$ cat config.mk
export PLATFORM = sky130hd
export DESIGN_NAME = ota_image_notify_handler
export DESIGN_NICKNAME = d
export VERILOG_FILES = /design/src/logic/ota_notify_pkg.sv /design/src/logic/ota_image_notify_handler.sv
export SDC_FILE = /design/constraint.sdc
export NUM_CORES = 1
export LEC_CHECK = 0
export BUFFER_PORTS_ARGS = -buffer_cell sky130_fd_sc_hd__buf_2
export CORE_ASPECT_RATIO = 1.4
export CORE_MARGIN = 2
export CORE_UTILIZATION = 30
export DETAILED_ROUTE_END_ITERATION = 16
export GPL_ROUTABILITY_DRIVEN = 0
export PLACE_DENSITY = 0.45
export SYNTH_ARGS = -nofsm -noshare
export SYNTH_HDL_FRONTEND = slang
export SYNTH_SLANG_ARGS = --single-unit
$ cat constraint.sdc
create_clock -name clk -period 5.2 [get_ports clk]
set_input_delay 1.04 -clock clk [delete_from_list [all_inputs] [get_ports clk]]
set_output_delay 1.04 -clock clk [all_outputs]
set_load 0.01 [all_outputs]
$ cat src/logic/ota_notify_pkg.sv
// Package of constants and types for the image notify handler
package ota_notify_pkg;
    // ========================================
    // Addressing
    localparam logic [7:0] OTA_ENDPOINT = 8'hE8;
    localparam logic [15:0] OTA_CLUSTER = 16'h0019;
    localparam logic [15:0] OTA_PROFILE = 16'hC105;
    // ========================================
    // Frame control and command codes
    localparam logic [7:0] FC_UNICAST = 8'h09;
    localparam logic [7:0] FC_BROADCAST = 8'h19;
    localparam logic [7:0] FC_CLIENT_CMD = 8'h01;
    localparam logic [7:0] CMD_IMAGE_NOTIFY = 8'h00;
    localparam logic [7:0] CMD_QUERY_NEXT = 8'h01;
    localparam logic [7:0] CMD_DEFAULT_RSP = 8'h0B;
    localparam logic [7:0] STATUS_MALFORMED = 8'h80;
    localparam logic [7:0] STATUS_NO_MATCH = 8'h98;
    // ========================================
    // Payload layout
    localparam logic [7:0] OFS_FC = 8'h00;
    localparam logic [7:0] OFS_SEQ = 8'h01;
    localparam logic [7:0] OFS_CMD = 8'h02;
    localparam logic [7:0] OFS_PTYPE = 8'h03;
    localparam logic [7:0] OFS_JITTER = 8'h04;
    localparam logic [7:0] OFS_MFR = 8'h05;
    localparam logic [7:0] OFS_ITYPE = 8'h07;
    localparam logic [7:0] OFS_FVER = 8'h09;
    localparam logic [7:0] PTYPE_MAX = 8'h03;
    localparam logic [7:0] JITTER_FULL = 8'h64;
    localparam logic [7:0] QUERY_LEN = 8'h0C;
    localparam logic [7:0] DEFRSP_LEN = 8'h05;
    localparam logic [15:0] ITYPE_FIRMWARE = 16'h0000;
    localparam logic [15:0] ITYPE_FILESYS = 16'h0100;
    // ========================================
    // Timing
    localparam int CLK_MHZ = 100;
    localparam int RSP_TIMEOUT_US = 1000;
    localparam int RSP_TIMEOUT_CYC = RSP_TIMEOUT_US * CLK_MHZ;
    localparam int RETRY_MAX = 3;

    typedef enum logic [2:0] {
        ST_IDLE = 3'b000,
        ST_RECV = 3'b001,
        ST_DECIDE = 3'b010,
        ST_SEND = 3'b011,
        ST_WAIT = 3'b100
    } state_t;

    typedef struct packed {
        logic [7:0] src_ep;
        logic [7:0] dst_ep;
        logic [15:0] cluster;
        logic [15:0] profile;
        logic broadcast;
    } addr_t;

    typedef struct packed {
        logic [15:0] mfr;
        logic [15:0] itype;
        logic [31:0] fver;
    } image_id_t;
endpackage

$ cat src/logic/ota_image_notify_handler.sv
// Image notify interpreter and client retry sequencer
// ========================================
// Summary of operation
// - Only frames on endpoint 0xE8, cluster 0x0019, profile 0xC105 are taken and sent.
// - Byte order of every multi-byte field is little-endian, both in and out.
// - Byte two must be command 0x00; byte one is a free sequence number.
// - The payload type at offset three selects which optional fields follow, up to 3.
// - Manufacturer code sits at 5, image type at 7, file version at 9.
// - A broadcast with jitter below 100 is answered only if a random draw is below it.
// - A valid unicast that matches gets a next-image query, an invalid one a default response.
// - A broadcast is answered only when its present fields match this client.
// - A unicast whose optional fields mismatch gets a default response.
// - An unanswered request is resent a limited number of times, then the upgrade aborts.
// - The client drives the rest of the upgrade; the server keeps no client state.
// - Image type 0x0000 is firmware and 0x0100 is file system.
// - The file version top byte is compatibility, the lower three the firmware version.
`timescale 1ns/1ps
module ota_image_notify_handler
    import ota_notify_pkg::*;
#(
    parameter int TIMEOUT_CYC = RSP_TIMEOUT_CYC,
    parameter int RETRIES = RETRY_MAX
) (
    input wire logic clk,
    input wire logic nrst,
    input wire logic rx_start,
    input wire addr_t rx_addr,
    input wire logic rx_valid,
    input wire logic [7:0] rx_data,
    input wire logic rx_last,
    input wire image_id_t own_id,
    input wire logic [7:0] own_seq,
    input wire logic rsp_seen,
    output logic tx_valid,
    output logic [7:0] tx_data,
    output logic tx_last,
    output addr_t tx_addr,
    input wire logic tx_ready,
    output logic upgrade_active,
    output logic upgrade_abort,
    output logic is_filesys,
    output logic [7:0] compat_num
);
    // Retry count must fit the four-bit try counter
    if (TIMEOUT_CYC < 1 || RETRIES < 1 || RETRIES > 15) begin : g_bad_param
        $error("ota_image_notify_handler: bad parameter");
    end

    typedef struct packed {
        state_t st;
        logic [7:0] idx;
        logic [7:0] fc;
        logic [7:0] seq;
        logic [7:0] cmd;
        logic [7:0] ptype;
        logic [7:0] jitter;
        image_id_t img;
        logic bcast;
        logic addr_ok;
        logic send_query;
        logic [7:0] tx_idx;
        logic [31:0] timer;
        logic [3:0] tries;
        logic [15:0] lfsr;
        logic tx_valid;
        logic [7:0] tx_data;
        logic tx_last;
        logic active;
        logic abort;
        logic fs;
        logic [7:0] compat;
    } state_s_t;

    state_s_t q, d;

    // Bytes needed for a given payload type
    function automatic logic [7:0] need_len(input logic [7:0] pt);
        case (pt)
            8'h00: need_len = OFS_MFR;
            8'h01: need_len = OFS_ITYPE;
            8'h02: need_len = OFS_FVER;
            default: need_len = 8'h0D;
        endcase
    endfunction

    // Outgoing byte at position i
    function automatic logic [7:0] tx_byte(input state_s_t s, input image_id_t id,
                                           input logic [7:0] sq, input logic [7:0] i);
        tx_byte = 8'h00;
        if (s.send_query) begin
            case (i)
                8'h00: tx_byte = FC_CLIENT_CMD;
                8'h01: tx_byte = sq;
                8'h02: tx_byte = CMD_QUERY_NEXT;
                8'h03: tx_byte = 8'h00;
                8'h04: tx_byte = id.mfr[7:0];
                8'h05: tx_byte = id.mfr[15:8];
                8'h06: tx_byte = id.itype[7:0];
                8'h07: tx_byte = id.itype[15:8];
                8'h08: tx_byte = id.fver[7:0];
                8'h09: tx_byte = id.fver[15:8];
                8'h0A: tx_byte = id.fver[23:16];
                8'h0B: tx_byte = id.fver[31:24];
                default: tx_byte = 8'h00;
            endcase
        end else begin
            case (i)
                8'h00: tx_byte = FC_UNICAST;
                8'h01: tx_byte = s.seq;
                8'h02: tx_byte = CMD_DEFAULT_RSP;
                8'h03: tx_byte = s.cmd;
                8'h04: tx_byte = (s.ptype > PTYPE_MAX || s.idx < need_len(s.ptype)
                                  || s.cmd != CMD_IMAGE_NOTIFY) ? STATUS_MALFORMED
                                                                : STATUS_NO_MATCH;
                default: tx_byte = 8'h00;
            endcase
        end
    endfunction

    logic match;
    logic valid_fmt;
    logic [7:0] tx_len;

    always_comb begin
        // Only fields that are present are compared
        match = 1'b1;
        if (q.ptype >= 8'h01 && q.img.mfr != own_id.mfr) match = 1'b0;
        if (q.ptype >= 8'h02 && q.img.itype != own_id.itype) match = 1'b0;
        if (q.ptype >= 8'h03 && q.img.fver != own_id.fver) match = 1'b0;
        valid_fmt = q.addr_ok && q.cmd == CMD_IMAGE_NOTIFY && q.ptype <= PTYPE_MAX
                    && q.idx >= need_len(q.ptype);
        tx_len = q.send_query ? QUERY_LEN : DEFRSP_LEN;
    end

    // ========================================
    // Next state
    always_comb begin
        d = q;
        d.abort = 1'b0;
        d.lfsr = {q.lfsr[14:0], q.lfsr[15] ^ q.lfsr[13] ^ q.lfsr[12] ^ q.lfsr[10]};
        case (q.st)
            ST_IDLE, ST_WAIT: begin
                if (q.st == ST_WAIT) begin
                    if (rsp_seen) begin
                        // Later commands belong to the transfer logic beyond this block
                        d.st = ST_IDLE;
                    end else if (q.timer == 32'h0000_0000) begin
                        if (q.tries == 4'(RETRIES)) begin
                            d.st = ST_IDLE;
                            d.active = 1'b0;
                            d.abort = 1'b1;
                        end else begin
                            d.st = ST_SEND;
                            d.tries = q.tries + 4'h1;
                            d.tx_idx = 8'h00;
                        end
                    end else begin
                        d.timer = q.timer - 32'h0000_0001;
                    end
                end
                // A new frame preempts any wait, a later notify restarts the query
                if (rx_start) begin
                    d.st = ST_RECV;
                    d.idx = 8'h00;
                    d.ptype = 8'hFF;
                    d.cmd = 8'hFF;
                    d.bcast = rx_addr.broadcast;
                    d.addr_ok = rx_addr.src_ep == OTA_ENDPOINT
                                && rx_addr.dst_ep == OTA_ENDPOINT
                                && rx_addr.cluster == OTA_CLUSTER
                                && rx_addr.profile == OTA_PROFILE;
                end
            end
            ST_RECV: begin
                if (rx_valid) begin
                    d.idx = (q.idx == 8'hFF) ? q.idx : q.idx + 8'h01;
                    case (q.idx)
                        OFS_FC: d.fc = rx_data;
                        OFS_SEQ: d.seq = rx_data;
                        OFS_CMD: d.cmd = rx_data;
                        OFS_PTYPE: d.ptype = rx_data;
                        OFS_JITTER: d.jitter = rx_data;
                        OFS_MFR: d.img.mfr[7:0] = rx_data;
                        8'h06: d.img.mfr[15:8] = rx_data;
                        OFS_ITYPE: d.img.itype[7:0] = rx_data;
                        8'h08: d.img.itype[15:8] = rx_data;
                        OFS_FVER: d.img.fver[7:0] = rx_data;
                        8'h0A: d.img.fver[15:8] = rx_data;
                        8'h0B: d.img.fver[23:16] = rx_data;
                        8'h0C: d.img.fver[31:24] = rx_data;
                        default: ;
                    endcase
                    if (rx_last) d.st = ST_DECIDE;
                end
            end
            ST_DECIDE: begin
                d.st = ST_IDLE;
                d.tx_idx = 8'h00;
                d.tries = 4'h0;
                if (!q.addr_ok) begin
                    d.st = ST_IDLE;
                end else if (q.bcast) begin
                    // Silence on any broadcast fault, no default response
                    if (valid_fmt && match && (q.jitter >= JITTER_FULL
                            || {1'b0, q.lfsr[6:0]} < q.jitter)) begin
                        d.st = ST_SEND;
                        d.send_query = 1'b1;
                    end
                end else if (q.cmd == CMD_IMAGE_NOTIFY || !valid_fmt) begin
                    d.st = ST_SEND;
                    d.send_query = valid_fmt && match;
                end
                if (d.st == ST_SEND && d.send_query) begin
                    d.active = 1'b1;
                    d.fs = q.ptype >= 8'h02 && q.img.itype == ITYPE_FILESYS;
                    d.compat = own_id.fver[31:24];
                end
            end
            ST_SEND: begin
                if (!q.tx_valid || tx_ready) begin
                    if (q.tx_valid && q.tx_last) begin
                        d.tx_valid = 1'b0;
                        d.tx_last = 1'b0;
                        d.timer = 32'(TIMEOUT_CYC - 1);
                        d.st = q.send_query ? ST_WAIT : ST_IDLE;
                    end else begin
                        d.tx_valid = 1'b1;
                        d.tx_data = tx_byte(q, own_id, own_seq, q.tx_idx);
                        d.tx_last = q.tx_idx == tx_len - 8'h01;
                        d.tx_idx = q.tx_idx + 8'h01;
                    end
                end
            end
            default: d.st = ST_IDLE;
        endcase
    end

    always_ff @(posedge clk or negedge nrst) begin
        if (!nrst) begin
            q <= '0;
            q.st <= ST_IDLE;
            q.lfsr <= 16'hACE1;
        end else begin
            q <= d;
        end
    end

    // ========================================
    // Outputs
    assign tx_valid = q.tx_valid;
    assign tx_data = q.tx_data;
    assign tx_last = q.tx_last;
    assign tx_addr = '{src_ep: OTA_ENDPOINT, dst_ep: OTA_ENDPOINT,
                       cluster: OTA_CLUSTER, profile: OTA_PROFILE, broadcast: 1'b0};
    assign upgrade_active = q.active;
    assign upgrade_abort = q.abort;
    assign is_filesys = q.fs;
    assign compat_num = q.compat;
endmodule

==> metrics.md, run 1 <==
| Metric | Value |
|---|---|
| Total global routing overflow | `0` |
| Total GRT Usage | `17.81%` |
| Synth Area per Inst | `10.48 µm²` |
| Die area | `36,450 µm²` |
| Port Buffer Count | `156` |
| Pint | `3.347 mW` |
| Clk pwr share | `24.5%` |
| Initial antenna violation count | `1` |
| Cts hold-fix bufs | `0` |
| Most common cell after layout, fill and taps aside | `dfrtp_1` |
| Post-Route Skew | `0.01180 ns` |
| Post-DP Area | `11,450 µm²` |
| RSZ-0062 raised after global routing | `no` |
| Via/cell ratio | `4.981` |
| Hold Path Class | `flop to flop` |
| Area delta synth->final | `14.89%` |
| CP max FO | `11` |
| # Max-Cap Violations | `0` |
| Seq/Total Area, Yosys | `45.72%` |
| Starting DRC count in detailed routing | `482` |
| Antenna fix cells | `0` |
| DP Worst Slack | `1.531 ns` |
| Io pins | `206` |
| Number of buffers created by CTS | `17` |
| Post-synth EDFFs | `0` |
| First-pass GRT wire length | `48.91 mm` |
| Final ANT Viol Nets | `0` |
| Placement Rows | `81` |
| M2 GR Usage | `31.94%` |
| Final Hold Fails | `0` |
| Final core utilization | `34.73%` |
| Clock Tree Root | `clkbuf_16` |
| Power share of the sequential group | `38.6%` |
| Vias | `7,954` |
| Gate power share | `36.9%` |
| Met3 usage | `2.503%` |
| Leak pwr | `5.809 nW` |
| DIE WIDTH | `161.9 µm` |
| Post-synth cell types | `64` |
| Pwr dens | `454.3 nW/µm²` |
| Largest net degree at the start of global routing | `110` |
| Global routing's busiest layer | `met2` |
| Yosys reg bits | `191` |
| Cell area after layout | `12,040 µm²` |
| Share of cells above drive strength 1 | `28.31%` |
| Nets | `1,283` |
| Chip Height | `225.1 µm` |
| Setup TNS | `0 ns` |
| Period minus WS final | `3.615 ns` |
| Remaining DRCs | `0` |
| Initial DRT Pass Iterations | `5` |
| Final wirelength | `32.03 mm` |
| TritonCTS clock tree | `yes` |
| Critical Path RT | `5.54 ns` |
| Clock H-tree levels | `4` |
| Final Cycle Share | `69.51%` |
| Clock buffer depth | `2` |
| FFs w/ async S/R, synth | `100.0%` |
| M1 GR Usage | `21.17%` |
| Clock latency on the worst-skew pair | `0.45 ns` |
| Post-synthesis cell area | `10,480 µm²` |
| Starting Density | `30.23%` |
| Commonest cells after routing, fill and taps aside | `183 x dfrtp_1, 155 x buf_2, 106 x mux2_2, 82 x nor2_1, 82 x xor2_1` |
| Vias in the first global route | `8,245` |
| Max Slew Vio Count | `0` |
| Core Area | `34,660 µm²` |
| Worst Tran Pin Value | `1.083 ns` |
| Setup Crit Path Kind | `flop to flop` |
| Crit start category | `flop` |
| CP endpoint kind | `flop` |
| Psw | `2.121 mW` |
| Top_reg_cell synth | `dfrtp_1` |
| HPWL after DPL | `23.95 mm` |
| Final WS setup | `1.585 ns` |
| Syn Inst Count | `1,000` |
| Synth warnings | `0` |
| Filler cell count | `3,582` |
| Max Clk Rate | `276.6 MHz` |
| WL per Instance | `20.06 µm` |
| Sw Share | `38.80%` |
| Slew headroom | `27.22%` |
| Max VDD drop | `0.2705 mV` |
| CTS Sinks | `191` |
| Status | `finished, final reports clean` |
| CP arrival | `3.95 ns` |
| Post-CTS sizing | `0` |
| Final setup viols | `0` |
| Worst-path clk slew | `0.07 ns` |
| Setup bufs post-CTS | `0` |
## kinds of logic after synthesis
family,Yosys count,synth area share (%)
AOI/OAI and AO/OA,127,8.767
and+or+nand+nor,328,16.10
DFF,191,45.72
buffers and inverters,120,6.688
muxes,108,11.61
xor gates and xnor gates,105,8.778
adders and majority gates,19,2.269
other,2,0.07169
## cell type report
| cell class | count | area, µm² | area share [%] |
|---|---|---|---|
| clock buffers | 18 | 429.2 | 3.566 |
| clock inverters | 14 | 157.7 | 1.310 |
| inverters | 17 | 63.81 | 0.5301 |
| multi-input cells | 736 | 5169 | 42.94 |
| flip-flops and latches | 191 | 4790 | 39.79 |
| well taps | 456 | 570.5 | 4.740 |
| repair buffers | 165 | 857.1 | 7.121 |
## state kept, by name, summed over array words and instances (netlist names)
signal and cells:
upgrade_abort 1, d 15, tx_valid 1, tx_data 8
is_filesys 1, upgrade_active 1, q 155, compat_num 8
tx_last 1
## metal layers
| layer | part of all wire (%) | up-vias |
|---|---|---|
| li1 | - | 3715 |
| met1 | 42 | 3994 |
| met2 | 52 | 197 |
| met3 | 3.5 | 46 |
| met4 | 3.1 | 2 |
| met5 | 0.034 | - |
## power by group through the flow
stage | clock network, mW | registers [mW] | logic (mW)
floorplan | 0 | 2.02 | 1.53
global placement | 0 | 2.13 | 2.01
detailed placement | 0 | 2.14 | 2.02
CTS | 1.39 | 2.11 | 2.03
global route | 1.44 | 2.16 | 2.23
finish | 1.34 | 2.11 | 2.02
## worst max-delay path: stages, from the launching register on
cell and delay, ns:
dfrtp_1 0.38, or4_1 0.55, nor4_1 0.53, nand2_1 0.12, ha_1 0.29, a21o_1 0.10
a21o_1 0.10, a211o_1 0.12, nand4_1 0.17, a21o_1 0.23, a2111oi_2 0.26, buf_4 0.28
mux2_2 0.35
## synthesized netlist by cell type, drive strengths merged, types with 5 or more instances
| master | instances | share of area [%] |
|---|---|---|
| o22ai | 7 | 0.42 |
| nand2b | 6 | 0.36 |
| clkbuf | 33 | 1.2 |
| xor2 | 82 | 6.9 |
| nor4 | 39 | 2.4 |
| xnor2 | 23 | 1.9 |
| a221oi | 7 | 0.59 |
| nand3 | 27 | 1.3 |
| o21a | 5 | 0.36 |
| ha | 19 | 2.3 |
| a21o | 6 | 0.43 |
| nor4b | 10 | 0.84 |
| a21oi | 23 | 1.1 |
| a22oi | 10 | 0.72 |
| dfstp | 8 | 2.0 |
| nand4 | 17 | 1.0 |
| nand2 | 78 | 2.8 |
| buf | 70 | 4.9 |
| inv | 17 | 0.61 |
| mux2 | 108 | 12 |
| and3 | 6 | 0.36 |
| or2 | 5 | 0.30 |
| a22o | 8 | 0.67 |
| dfrtp | 183 | 44 |
| o21ai | 19 | 1.0 |
| nor3 | 14 | 0.67 |
| a222oi | 8 | 0.76 |
| nor2 | 82 | 2.9 |
| a31oi | 7 | 0.42 |
| or4 | 9 | 0.72 |
| nor2b | 7 | 0.42 |
| or3 | 7 | 0.42 |
## final timing paths
check | start | end | slack (ns) | cells past startpoint
min in group asynchronous | nrst | q[130] | 0.70 | 1
setup / recovery | q[163] | compat_num[0] | 1.59 | 12
hold / removal | d[36] | q[36] | 0.35 | 0
setup reg to reg | q[163] | compat_num[0] | 1.59 | 12
max in group asynchronous | nrst | q[92] | 3.31 | 2
hold reg to reg | d[36] | q[36] | 0.35 | 0
## through the flow
step | std cells | total power [mW] | hold slack (ns)
3_5_place_dp | 1565 | 4.154 | 0.3367
6_report | 1597 | 5.468 | 0.3515
2_1_floorplan | 1047 | 3.553 | 0.3312
4_1_cts | 1597 | 5.522 | 0.3529
3_3_place_gp | 1565 | 4.140 | 0.3371
5_1_grt | 1597 | 5.834 | 0.3594
No activity file was read; power rests on OpenSTA's default activity.
==> inputs of run 2 (changes only) <==
- clock period: 5.2 -> 3.5 ns (I/O delays scaled with it)
==> metrics.md, run 2 (same netlist as run 1, synthesis figures left out) <==
| Metric | Value |
|---|---|
| Status | `finished, final reports clean` |
| Share of cells above drive strength 1 | `29.23% (+0.92 points)` |
| Placement Rows | `81 (unchanged)` |
| Final ANT Viol Nets | `0 (unchanged)` |
| Setup TNS | `0 ns (unchanged)` |
| Filler cell count | `3,569 (-0.36%)` |
| CP arrival | `3.57 ns (-0.38 ns)` |
| Crit start category | `flop` |
| Antenna fix cells | `0 (unchanged)` |
| Total Power | `8.047 mW (+47%)` |
| Post-Route Skew | `0.01622 ns (+0.004427 ns)` |
| Placed cells | `1,577 (+0.77%)` |
| Most common cell after layout, fill and taps aside | `dfrtp_1` |
| Worst Tran Pin Value | `1.120 ns (+0.03710 ns)` |
| Hold Path Class | `input port to async pin` |
| CP max FO | `11 (unchanged)` |
| Leak pwr | `5.874 nW (+1.1%)` |
| Clock H-tree levels | `4 (unchanged)` |
| Starting Density | `30.23% (unchanged)` |
| Commonest cells after routing, fill and taps aside | `183 x dfrtp_1, 155 x buf_2, 106 x mux2_2, 82 x nor2_1, 82 x xor2_1` |
| Die area | `36,450 µm² (unchanged)` |
| Initial antenna violation count | `1 (unchanged)` |
| Chip Height | `225.1 µm (unchanged)` |
| HPWL after DPL | `24.13 mm (+0.76%)` |
| Pwr dens | `662.3 nW/µm² (+46%)` |
| Starting DRC count in detailed routing | `481 (-0.21%)` |
| Core Area | `34,660 µm² (unchanged)` |
| Period minus WS final | `3.242 ns (-0.3730 ns)` |
| Number of buffers created by CTS | `17 (unchanged)` |
| Initial DRT Pass Iterations | `5 (unchanged)` |
| Critical Path RT | `3.83 ns (-1.71 ns)` |
| Critical R2R Launch | `q[163]` |
| Capturing point of the worst reg2reg path | `compat_num[4]` |
| Nets | `1,295 (+0.94%)` |
| Final Hold Fails | `0 (unchanged)` |
| Vias | `7,971 (+0.21%)` |
| Worst-path clk slew | `0.08 ns (about the same)` |
| Power share of the sequential group | `39.0% (+0.4 points)` |
| Final std cells w/o fill | `1,609 (+0.75%)` |
| First-pass GRT wire length | `49.22 mm (+0.65%)` |
| WL per Instance | `20.07 µm (about the same)` |
| Port Buffer Count | `156 (unchanged)` |
| Cell area after layout | `12,150 µm² (+0.95%)` |
| Max VDD drop | `0.4920 mV (+82%)` |
| DIE WIDTH | `161.9 µm (unchanged)` |
| Via/cell ratio | `4.954 (-0.53%)` |
| Clock Tree Root | `clkbuf_16` |
| Pint | `4.890 mW (+46%)` |
| Reg2reg setup slack | `0.26 ns (-1.33 ns)` |
| Sw Share | `39.23% (+0.43 points)` |
| Final Cycle Share | `92.62% (+23 points)` |
| Largest register FFs | `155 (unchanged)` |
| Largest net degree at the start of global routing | `56 (-49%)` |
| Slew headroom | `24.73% (-2.5 points)` |
| Final wirelength | `32.29 mm (+0.80%)` |
| RSZ-0062 raised after global routing | `no` |
| Post-DP Area | `11,580 µm² (+1.1%)` |
| CP startpoint | `q[163]` |
| # Max-Cap Violations | `0 (unchanged)` |
| CP endpoint kind | `flop` |
| Clk pwr share | `23.7% (-0.8 points)` |
| Cts hold-fix bufs | `0 (unchanged)` |
| Psw | `3.156 mW (+49%)` |
| Io pins | `206 (unchanged)` |
| Reg2reg path depth | `12 (unchanged)` |
| Gate power share | `37.3% (+0.4 points)` |
| Total GRT Usage | `17.99% (+0.19 points)` |
| Max Clk Rate | `308.5 MHz (+12%)` |
| Vias in the first global route | `8,097 (-1.8%)` |
| Setup Crit Path Kind | `flop to flop` |
| Most flops, register | `q` |
| Final setup viols | `0 (unchanged)` |
| Remaining DRCs | `0 (unchanged)` |
| Max Slew Vio Count | `0 (unchanged)` |
| TritonCTS clock tree | `yes` |
| Clock latency on the worst-skew pair | `0.45 ns (about the same)` |
| Clock buffer depth | `2 (unchanged)` |
| Area delta synth->final | `15.98%` |
| CTS Sinks | `191 (unchanged)` |
| Total global routing overflow | `0 (unchanged)` |
-- run 2: cell count changes in the layout (fill, tap and decap cells not counted) --
cell       change
clkbuf_8       +1
buf_12         +3
inv_8          +2
clkinv_8       +1
buf_4          +9
nor4_1         -1
inv_6          -1
nor4_2         +1
clkbuf_1       -1
bufinv_16      -2
-- run 2: metal layers --
metal	wire, µm	global-route usage, %
met1	13640	22.10
met2	16820	32.01
met3	1118	2.705
met4	699	6.223
met5	7	0
-- run 2: metrics by stage --
step	setup slack (ns)	hold slack [ns]	utilization [%]
detailed placement	0.2088	0.3392	33.40
finish	0.2582	0.2132	35.06
floorplan	0.08464	0.3312	-
CTS	0.1967	0.2055	35.04
global placement	0.2378	0.3350	33.40
global route	0.02115	0.2140	35.06
-- run 2: worst max path at each step --
| stage | endpoint | slack, ns | depth (start not counted) |
|---|---|---|---|
| detailed placement | compat_num[4] | 0.21 | 12 |
| global route | compat_num[1] | 0.02 | 12 |
| global placement | compat_num[4] | 0.24 | 12 |
| finish | compat_num[4] | 0.26 | 12 |
| floorplan | compat_num[1] | 0.08 | 12 |
| CTS | compat_num[0] | 0.20 | 12 |
-- run 2: worst max-delay path, cell delays in order (launching register included) --
cell and delay [ns]:
dfrtp_1 0.38, or4_1 0.57, nor4_2 0.20, nand2_1 0.09, ha_1 0.28, a21o_1 0.11
a21o_1 0.11, a211o_1 0.12, nand4_1 0.13, a21o_1 0.21, a2111oi_2 0.39, buf_12 0.20
mux2_2 0.34
-- run 2: timing repair --
item / in CTS / in global routing
setup buffers: 0 / 0
endpoints found under the setup margin: 0 / 9
gates resized for setup: 0 / 1
-- run 2: power by group through the flow --
stage / registers (mW) / logic [mW] / clock network [mW]
2_1_floorplan: 3.00 / 2.28 / 0
3_3_place_gp: 3.17 / 3.02 / 0
3_5_place_dp: 3.17 / 3.02 / 0
4_1_cts: 3.13 / 3.04 / 1.97
5_1_grt: 3.21 / 3.35 / 2.06
6_report: 3.14 / 3.00 / 1.91
-- run 2: final cells by class --
| class | count | area, µm² | area share (%) |
|---|---|---|---|
| clock buffer | 18 | 439.2 | 3.614 |
| clock inverter | 14 | 127.6 | 1.050 |
| inverter | 17 | 63.81 | 0.5252 |
| multi-input combinational | 736 | 5175 | 42.59 |
| sequential | 191 | 4790 | 39.42 |
| tap | 456 | 570.5 | 4.696 |
| timing repair buffer | 177 | 984.7 | 8.104 |
